$ cat config.mk
export PLATFORM = sky130hd
export DESIGN_NAME = its_target
export DESIGN_NICKNAME = d
export VERILOG_FILES = /design/src/core/its_pkg.sv /design/src/core/its_sync.sv /design/src/core/its_target.sv
export VERILOG_INCLUDE_DIRS = /design/src /design/src/core
export SDC_FILE = /design/constraint.sdc
export NUM_CORES = 1
export LEC_CHECK = 0
export ABC_AREA = 0
export BUFFER_PORTS_ARGS = -buffer_cell sky130_fd_sc_hd__buf_4
export CORE_MARGIN = 2
export CORE_UTILIZATION = 30
export DETAILED_ROUTE_END_ITERATION = 8
export GPL_TIMING_DRIVEN = 0
export SLEW_MARGIN = 20
export SYNTH_ARGS = -nofsm -noshare
export SYNTH_HDL_FRONTEND = slang
export SYNTH_SLANG_ARGS = --single-unit
$ cat constraint.sdc
create_clock -name i_core_clk -period 2.78 [get_ports i_core_clk]
set_clock_uncertainty 0.1 [all_clocks]
set_input_delay 0.278 -clock i_core_clk [delete_from_list [all_inputs] [get_ports i_core_clk]]
set_output_delay 0.278 -clock i_core_clk [all_outputs]
set_load 0.005 [all_outputs]
$ cat src/core/its_cfg.svh
// Constants for the fast-mode I2C target port
`ifndef ITS_CFG_SVH
`define ITS_CFG_SVH

// ========================================
// Clock and timing
`define ITS_CLK_KHZ 10000
`define ITS_STRETCH_MS 20
`define ITS_TSU_NS 100
`define ITS_FM_KBPS 400

// ========================================
// Bus identity and reset values
`define ITS_TARGET_ADDR 7'h42
`define ITS_LINE_IDLE 3'h7
`define ITS_TIMEOUT_BYTE 8'hFF
`define ITS_ADDR_BITS 4'h8

`endif

$ cat src/core/its_pkg.sv
// Types shared by the fast-mode I2C target port
package its_pkg;

   // ========================================
   // Protocol engine states, one-hot
   typedef enum logic [7:0] {
      ITS_IDLE     = 8'h01,
      ITS_ADDR     = 8'h02,
      ITS_ADDR_ACK = 8'h04,
      ITS_WR_DATA  = 8'h08,
      ITS_WR_ACK   = 8'h10,
      ITS_RD_LOAD  = 8'h20,
      ITS_RD_DATA  = 8'h40,
      ITS_RD_ACK   = 8'h80
   } its_state_type;

endpackage : its_pkg

$ cat src/core/its_sync.sv
// Two-stage synchroniser for asynchronous inputs
`timescale 1ns/1ps
module its_sync #(
   parameter int unsigned W = 1,
   parameter logic [W-1:0] RST_VAL = '0
)(
   input wire logic i_core_clk,     // Core clock
   input wire logic i_reset,        // Asynchronous reset, active high
   input wire logic [W-1:0] i_async, // Asynchronous inputs
   output logic [W-1:0] o_sync      // Synchronised outputs
);

   logic [W-1:0] meta_r;

   // ========================================
   // Two flip-flops; the first is read only by the second
   always_ff @(posedge i_core_clk or posedge i_reset)
   begin
      if (i_reset)
      begin
         meta_r <= RST_VAL;
         o_sync <= RST_VAL;
      end
      else
      begin
         meta_r <= i_async;
         o_sync <= meta_r;
      end
   end

endmodule : its_sync

$ cat src/core/its_target.sv
// Fast-mode I2C target port with clock stretching
// ========================================
// Overview of operation
// - Port runs in fast-mode only; standard-mode hosts need not be served.
// - Port is a bus target only; host clocks at most 400 kbit/s.
// - Device may hold SCL low to pause; host waits for release.
// - Each SCL stretch lasts at most 20 ms, then SCL is released.
// - SDA data is valid a set-up time before stretched SCL is released.
// - Interface select sampled low disables the port; bus traffic ignored.
// - Interface select open or high enables the I2C port.
`timescale 1ns/1ps
`include "its_cfg.svh"
module its_target #(
   parameter logic [6:0] TARGET_ADDR = `ITS_TARGET_ADDR,
   parameter int unsigned STRETCH_CYCLES = `ITS_STRETCH_MS * `ITS_CLK_KHZ,
   parameter int unsigned CNT_W = $clog2(STRETCH_CYCLES + 1)
)(
   input wire logic i_core_clk,         // Core clock, 10 MHz
   input wire logic i_reset,            // Asynchronous reset, active high
   input wire logic i_if_sel,           // Interface select strap
   input wire logic i_scl,              // SCL line level
   input wire logic i_sda,              // SDA line level
   output logic o_scl_out,              // SCL drive value, always low
   output logic o_scl_oe,               // SCL driven low while high
   output logic o_sda_out,              // SDA drive value, always low
   output logic o_sda_oe,               // SDA driven low while high
   output logic [7:0] o_rx_data,        // Byte written by host
   output logic o_rx_valid,             // Pulse: o_rx_data is new
   input wire logic [7:0] i_tx_data,    // Byte for host read
   input wire logic i_tx_valid,         // i_tx_data offered
   output logic o_tx_ready,             // Port takes read byte now
   output logic o_enabled,              // Port enabled by strap
   output its_pkg::its_state_type o_state // Engine state
);
   import its_pkg::*;

   localparam int unsigned TSU_RAW =
      (`ITS_TSU_NS * `ITS_CLK_KHZ + 999999) / 1000000;
   localparam int unsigned TSU_CYC = (TSU_RAW < 1) ? 1 : TSU_RAW;
   localparam int unsigned TIMEOUT = STRETCH_CYCLES - TSU_CYC - 3;

   // ========================================
   // Elaboration checks
   generate
      if (STRETCH_CYCLES < TSU_CYC + 8 || TSU_CYC > 15
         || CNT_W < $clog2(STRETCH_CYCLES + 1))
      begin : g_bad_timing
         $error("its_target: stretch limit too short for set-up time");
      end
   endgenerate

   // ========================================
   // State and wires
   its_state_type state_r, state_nxt;
   logic [3:0] bitcnt_r, bitcnt_nxt;
   logic [7:0] shift_r, shift_nxt;
   logic [7:0] rx_data_r, rx_data_nxt;
   logic rx_valid_r, rx_valid_nxt;
   logic rw_r, rw_nxt;
   logic ack_r, ack_nxt;
   logic loaded_r, loaded_nxt;
   logic [3:0] setup_r, setup_nxt;
   logic [CNT_W-1:0] stretch_r, stretch_nxt;
   logic sda_oe_r, sda_oe_nxt;
   logic scl_oe_r, scl_oe_nxt;
   logic en_r;
   logic [1:0] samp_r;
   logic scl_d_r, sda_d_r;
   logic scl_s, sda_s, sel_s;
   logic [2:0] sync_out;
   wire logic scl_rise;
   wire logic scl_fall;
   wire logic start_cond;
   wire logic stop_cond;
   wire logic addr_hit;
   wire logic rd_wait;
   wire logic tx_take;
   wire logic timed_out;
   wire logic setup_done;

   // ========================================
   // Pin synchronisers, lines idle high
   its_sync #(
      .W(3),
      .RST_VAL(`ITS_LINE_IDLE)
   ) u_sync (
      .i_core_clk(i_core_clk),
      .i_reset(i_reset),
      .i_async({i_if_sel, i_scl, i_sda}),
      .o_sync(sync_out)
   );
   assign sel_s = sync_out[2];
   assign scl_s = sync_out[1];
   assign sda_s = sync_out[0];

   // Bus condition decode on synchronised lines
   assign scl_rise = scl_s & ~scl_d_r;
   assign scl_fall = ~scl_s & scl_d_r;
   assign start_cond = scl_s & scl_d_r & sda_d_r & ~sda_s;
   assign stop_cond = scl_s & scl_d_r & ~sda_d_r & sda_s;
   assign addr_hit = (shift_r[7:1] == TARGET_ADDR);

   // Read byte handshake and stretch limits
   assign rd_wait = en_r & (state_r == ITS_RD_LOAD) & ~loaded_r
      & ~start_cond & ~stop_cond;
   assign tx_take = rd_wait & i_tx_valid;
   assign timed_out = (stretch_r == CNT_W'(TIMEOUT));
   assign setup_done = (setup_r == 4'(TSU_CYC));

   // Outputs
   assign o_scl_out = 1'b0;
   assign o_sda_out = 1'b0;
   assign o_scl_oe = scl_oe_r;
   assign o_sda_oe = sda_oe_r;
   assign o_rx_data = rx_data_r;
   assign o_rx_valid = rx_valid_r;
   assign o_tx_ready = rd_wait;
   assign o_enabled = en_r;
   assign o_state = state_r;

   // ========================================
   // Protocol engine next state
   always_comb
   begin
      state_nxt = state_r;
      bitcnt_nxt = bitcnt_r;
      shift_nxt = shift_r;
      rx_data_nxt = rx_data_r;
      rx_valid_nxt = 1'b0;
      rw_nxt = rw_r;
      ack_nxt = ack_r;
      loaded_nxt = loaded_r;
      setup_nxt = setup_r;
      stretch_nxt = stretch_r;
      sda_oe_nxt = sda_oe_r;
      scl_oe_nxt = scl_oe_r;
      if (!en_r)
      begin
         state_nxt = ITS_IDLE;
         sda_oe_nxt = 1'b0;
         scl_oe_nxt = 1'b0;
      end
      else if (start_cond || stop_cond)
      begin
         state_nxt = start_cond ? ITS_ADDR : ITS_IDLE;
         bitcnt_nxt = 4'h0;
         sda_oe_nxt = 1'b0;
         scl_oe_nxt = 1'b0;
      end
      else
      begin
         case (state_r)
            ITS_IDLE:
            begin
               sda_oe_nxt = 1'b0;
            end
            ITS_ADDR, ITS_WR_DATA:
            begin
               if (scl_rise)
               begin
                  shift_nxt = {shift_r[6:0], sda_s};
                  bitcnt_nxt = bitcnt_r + 4'h1;
               end
               else if (scl_fall && bitcnt_r == `ITS_ADDR_BITS)
               begin
                  bitcnt_nxt = 4'h0;
                  if (state_r == ITS_WR_DATA)
                  begin
                     rx_data_nxt = shift_r;
                     rx_valid_nxt = 1'b1;
                     sda_oe_nxt = 1'b1;
                     state_nxt = ITS_WR_ACK;
                  end
                  else if (addr_hit)
                  begin
                     rw_nxt = shift_r[0];
                     sda_oe_nxt = 1'b1;
                     state_nxt = ITS_ADDR_ACK;
                  end
                  else
                  begin
                     state_nxt = ITS_IDLE;
                  end
               end
            end
            ITS_ADDR_ACK, ITS_WR_ACK:
            begin
               if (scl_fall)
               begin
                  sda_oe_nxt = 1'b0;
                  if (state_r == ITS_ADDR_ACK && rw_r)
                  begin
                     scl_oe_nxt = 1'b1;
                     loaded_nxt = 1'b0;
                     stretch_nxt = '0;
                     state_nxt = ITS_RD_LOAD;
                  end
                  else
                  begin
                     state_nxt = ITS_WR_DATA;
                  end
               end
            end
            ITS_RD_LOAD:
            begin
               stretch_nxt = stretch_r + CNT_W'(1);
               if (!loaded_r)
               begin
                  if (tx_take || timed_out)
                  begin
                     shift_nxt = tx_take ? i_tx_data : `ITS_TIMEOUT_BYTE;
                     sda_oe_nxt = tx_take ? ~i_tx_data[7] : 1'b0;
                     loaded_nxt = 1'b1;
                     setup_nxt = 4'h0;
                  end
               end
               else if (setup_done)
               begin
                  scl_oe_nxt = 1'b0;
                  bitcnt_nxt = 4'h0;
                  state_nxt = ITS_RD_DATA;
               end
               else
               begin
                  setup_nxt = setup_r + 4'h1;
               end
            end
            ITS_RD_DATA:
            begin
               if (scl_fall)
               begin
                  bitcnt_nxt = bitcnt_r + 4'h1;
                  shift_nxt = {shift_r[6:0], 1'b0};
                  sda_oe_nxt = ~shift_r[6];
                  if (bitcnt_r == 4'h7)
                  begin
                     sda_oe_nxt = 1'b0;
                     state_nxt = ITS_RD_ACK;
                  end
               end
            end
            ITS_RD_ACK:
            begin
               if (scl_rise)
               begin
                  ack_nxt = ~sda_s;
               end
               else if (scl_fall)
               begin
                  scl_oe_nxt = ack_r;
                  loaded_nxt = 1'b0;
                  stretch_nxt = '0;
                  state_nxt = ack_r ? ITS_RD_LOAD : ITS_IDLE;
               end
            end
            default:
            begin
               state_nxt = ITS_IDLE;
               sda_oe_nxt = 1'b0;
               scl_oe_nxt = 1'b0;
            end
         endcase
      end
   end

   // ========================================
   // Strap capture after reset release
   always_ff @(posedge i_core_clk or posedge i_reset)
   begin
      if (i_reset)
      begin
         samp_r <= 2'h0;
         en_r <= 1'b0;
      end
      else if (samp_r != 2'h3)
      begin
         samp_r <= samp_r + 2'h1;
         en_r <= (samp_r == 2'h2) ? sel_s : 1'b0;
      end
   end

   // Engine registers
   always_ff @(posedge i_core_clk or posedge i_reset)
   begin
      if (i_reset)
      begin
         state_r <= ITS_IDLE;
         bitcnt_r <= 4'h0;
         shift_r <= 8'h00;
         rx_data_r <= 8'h00;
         rx_valid_r <= 1'b0;
         rw_r <= 1'b0;
         ack_r <= 1'b0;
         loaded_r <= 1'b0;
         setup_r <= 4'h0;
         stretch_r <= '0;
         sda_oe_r <= 1'b0;
         scl_oe_r <= 1'b0;
         scl_d_r <= 1'b1;
         sda_d_r <= 1'b1;
      end
      else
      begin
         state_r <= state_nxt;
         bitcnt_r <= bitcnt_nxt;
         shift_r <= shift_nxt;
         rx_data_r <= rx_data_nxt;
         rx_valid_r <= rx_valid_nxt;
         rw_r <= rw_nxt;
         ack_r <= ack_nxt;
         loaded_r <= loaded_nxt;
         setup_r <= setup_nxt;
         stretch_r <= stretch_nxt;
         sda_oe_r <= sda_oe_nxt;
         scl_oe_r <= scl_oe_nxt;
         scl_d_r <= scl_s;
         sda_d_r <= sda_s;
      end
   end
endmodule : its_target

==> impl_metrics.csv <==
group,metric,value,unit
run_status,status,"complete, no violations",
cts,root_buffer,"clkbuf_16",
layout,mostFrequentLayoutCell,"nand2_1",
logic_synthesis,syn_inst,421,
timing,slew_violations,0,
power,clkPwrFrac,0.531,
global_route,grt-ovfl-total,0,
layout,area_delta_synth_final,24.1,%
logic_synthesis,synth.top_cell.area_share,0.388,
logic_synthesis,synth_top_area_cell,"dfrtp_1",
logic_synthesis,synth-edff-count,0,
layout,mostFrequentLayoutCells,"62 x nand2_1, 58 x dfrtp_1, 56 x o21ai_0, 39 x buf_4, 25 x nor2_1",
worst_setup_path,path_class,"reg2out",
drt,ant_nets,0,
worst_setup_path,max_stage_delay,0.47,ns
logic_synthesis,synthFlopType,"dfrtp_1",
floorplanning,die_h,116,um
flow_run,max_cap_violations,0,
logic_synthesis,netlist_area,3740,um2
drt,dr.pass1.iters,6,
global_route,grt_start_max_net_pins,54,
drt,routed_wl,9770,um
worst_setup_path,critPathBufInv,2,
floorplanning,core.rowCount,40,
floorplanning,coreArea,12100,um2
drt,drc,0,
timing,period_minus_slack,2.69,ns
cts,cts_tree,"yes",
global_route,grt_pass1_vias,3178,
worst_setup_path,crit_path_frequent_cell,"nand2_1",
place,place_congestion,0.975,
hold_path,hold_class,"in2reg",
timing,rsz0062_at_grt,"yes",
logic_synthesis,ys_seq_elements,67,
cts,cts_max_level,3,
global_route,grt_pass1_wl,16200,um
power,swShare,0.226,
power,ir_drop,0.000251,V
floorplanning,die_area,13400,um2
drt,routed_via_density,5.21,
floorplanning,initial_core_util,0.310,
worst_setup_path,cp_top_family,"simple AND/OR/NAND/NOR gates",
layout,final_area,4640,um2
cts,numCtsBuffers,9,
place,numPortBuffers,34,
power,combPwrFrac,0.047,
power,finalPower,2.35,mW
place,dp_slack,0.0278,ns
place,place_area,4240,um2
timing,fmax,372,MHz
logic_synthesis,synth_area_leaders,"dfrtp_1 39%, o21ai_0 7.5%, dfstp_2 6.3%",
floorplanning,ios,37,
cts,cts.sinks,67,
drt,num_vias,3378,
logic_synthesis,ys.warnings.count,0,
worst_setup_path,cpMaxStageDelayCell,"nor4_4",
layout,fillers,1218,
power,intPower,1.82,mW
cts,clkLatencyLatePin,0.33,ns
layout,fin_util,0.384,
timing,worst_slack,0.0893,ns
drt,wl_per_cell,15.1,um
power,cellLeakagePower,2.00,nW
cts,clock_path_buffers,2,
logic_synthesis,syn_avg_cell_area,8.88,um2
worst_setup_path,cp.required,2.40,ns
global_route,track_usage,0.152,
floorplanning,fp.dieW,116,um
global_route,antenna_found_initial,0,
layout,nNetsFinal,497,
timing,tightest_slew,0.897,ns
place,hpwl,6850,um
timing,relSlewSlack,0.393,
worst_setup_path,crit_chain,"buf_6 > nor4_4 > nand2_1 > nor2_2 > nand2_1 > nor2_1 > buf_4",
timing,hold_violations,0,
worst_setup_path,critPathMaxFanout,8,
timing,finalSetupTns,0,ns
layout,antenna_cells,0,
logic_synthesis,async_flop_share,1.00,
worst_setup_path,setup.worst_path.start_class,"flip-flop",
power,p_sw,0.532,mW
logic_synthesis,ys_seq_area_frac,0.452,
power,p_per_area,508,nW/um2
logic_synthesis,netlist-cell-type-count,64,
cts,cts.clk_slew.worst_paths,0.06,ns
drt,drt_iter0_markers,182,
worst_setup_path,crit_arrival,2.31,ns
power,pwr-share-seq,0.422,
timing,fin_crit_sh,0.968,
worst_setup_path,crit_path_end_kind,"output pin",
layout,final_layout_size_suffix_gt1_frac,0.179,
timing,final-setup-viol-count,0,
[cell families after synthesis]
kind of cell	Yosys count	synth area share
buffers and inverters	37	0.0459
adders and majority gates	8	0.0268
AOI/OAI and AO/OA	120	0.194
and+or+nand+nor	175	0.248
DFF	67	0.452
other	1	0.00100
xor gates and xnor gates	6	0.0141
muxes	7	0.0194
[worst paths after layout]
kind	endpoint	slack, ns	depth (start not counted)	start
max in group asynchronous	u_sync.o_sync[0]$_DFF_PP1_	1.68	4	i_reset
min reg2reg	u_sync.o_sync[1]$_DFF_PP1_	0.26	0	u_sync.meta_r[1]$_DFF_PP1_
max	o_tx_ready	0.09	7	o_state[3]$_DFFE_PP0P_
max reg2reg	o_state[0]$_DFFE_PP1P_	0.14	7	o_state[3]$_DFFE_PP0P_
min in group asynchronous	samp_r[1]$_DFFE_PP0P_	0.34	3	i_reset
min	shift_r[1]$_DFFE_PP0P_	0.13	3	i_tx_data[1]
[routing by layer]
metal	share of wire	track usage	up-vias
met5	0	0	-
met4	0.016	0.0563	0
met3	0.060	0.0329	15
met2	0.46	0.228	116
met1	0.47	0.217	1599
li1	-	-	1648
[power groups by stage]
stage | Clock, mW | Sequential (mW) | Combinational (mW)
floorplan | 0 | 1.01 | 0.0594
detailed placement | 0 | 1.01 | 0.105
CTS | 1.27 | 0.994 | 0.110
global placement | 0 | 1.01 | 0.0986
finish | 1.25 | 0.994 | 0.110
global route | 1.32 | 0.995 | 0.123
[flip-flops by register name, indices dropped and copies added (netlist names), 2 cells and up]
register,count
o_state,8
u_sync.o_sync,3
samp_r,2
stretch_r,18
bitcnt_r,4
setup_r,4
o_rx_data,8
shift_r,8
u_sync.meta_r,3
[stage by stage]
| step | hold WS, ns | cells |
|---|---|---|
| after floorplan | 0.182 | 422 |
| after global placement | 0.246 | 624 |
| after detailed placement | 0.129 | 625 |
| after CTS | 0.128 | 645 |
| after global routing | 0.135 | 648 |
| final | 0.134 | 648 |
[tightest hold or removal path: cells and delay by family]
kind	cells	cell delay [ns]
AOI/OAI and AO/OA	2	0.17
buffers and inverters	1	0.08
[what timing repair did]
item | CTS | global route
pin swaps | 0 | 1
gates resized for setup | 1 | 5
hold buffers | 4 | 0
buffers inserted | 0 | 3
hold endpoints to repair | 14 | 0
setup endpoints to repair | 2 | 28
cloned | 0 | 0
[cell usage after synthesis, types with 9 or more instances]
| cell type | number |
|---|---|
| nand2_1 | 62 |
| dfrtp_1 | 58 |
| o21ai_0 | 56 |
| nor2_1 | 27 |
| inv_1 | 18 |
| nand3_1 | 15 |
| o22ai_1 | 14 |
| a21oi_1 | 12 |
| nand4_1 | 12 |
| clkbuf_1 | 11 |
| dfstp_2 | 9 |
[layout make-up]
type                       count  area (um2)  share of cell area
buffer                        18         101              0.0219
clock buffer                   9         225              0.0486
inverter                      19        73.8              0.0159
sequential                    67        1690               0.364
timing repair buffer          42         345              0.0745
clock inverter                 7        98.8              0.0213
multi-input combinational    318        1890               0.409
tap                          168         210              0.0453
(Power assumes the default switching activity.)
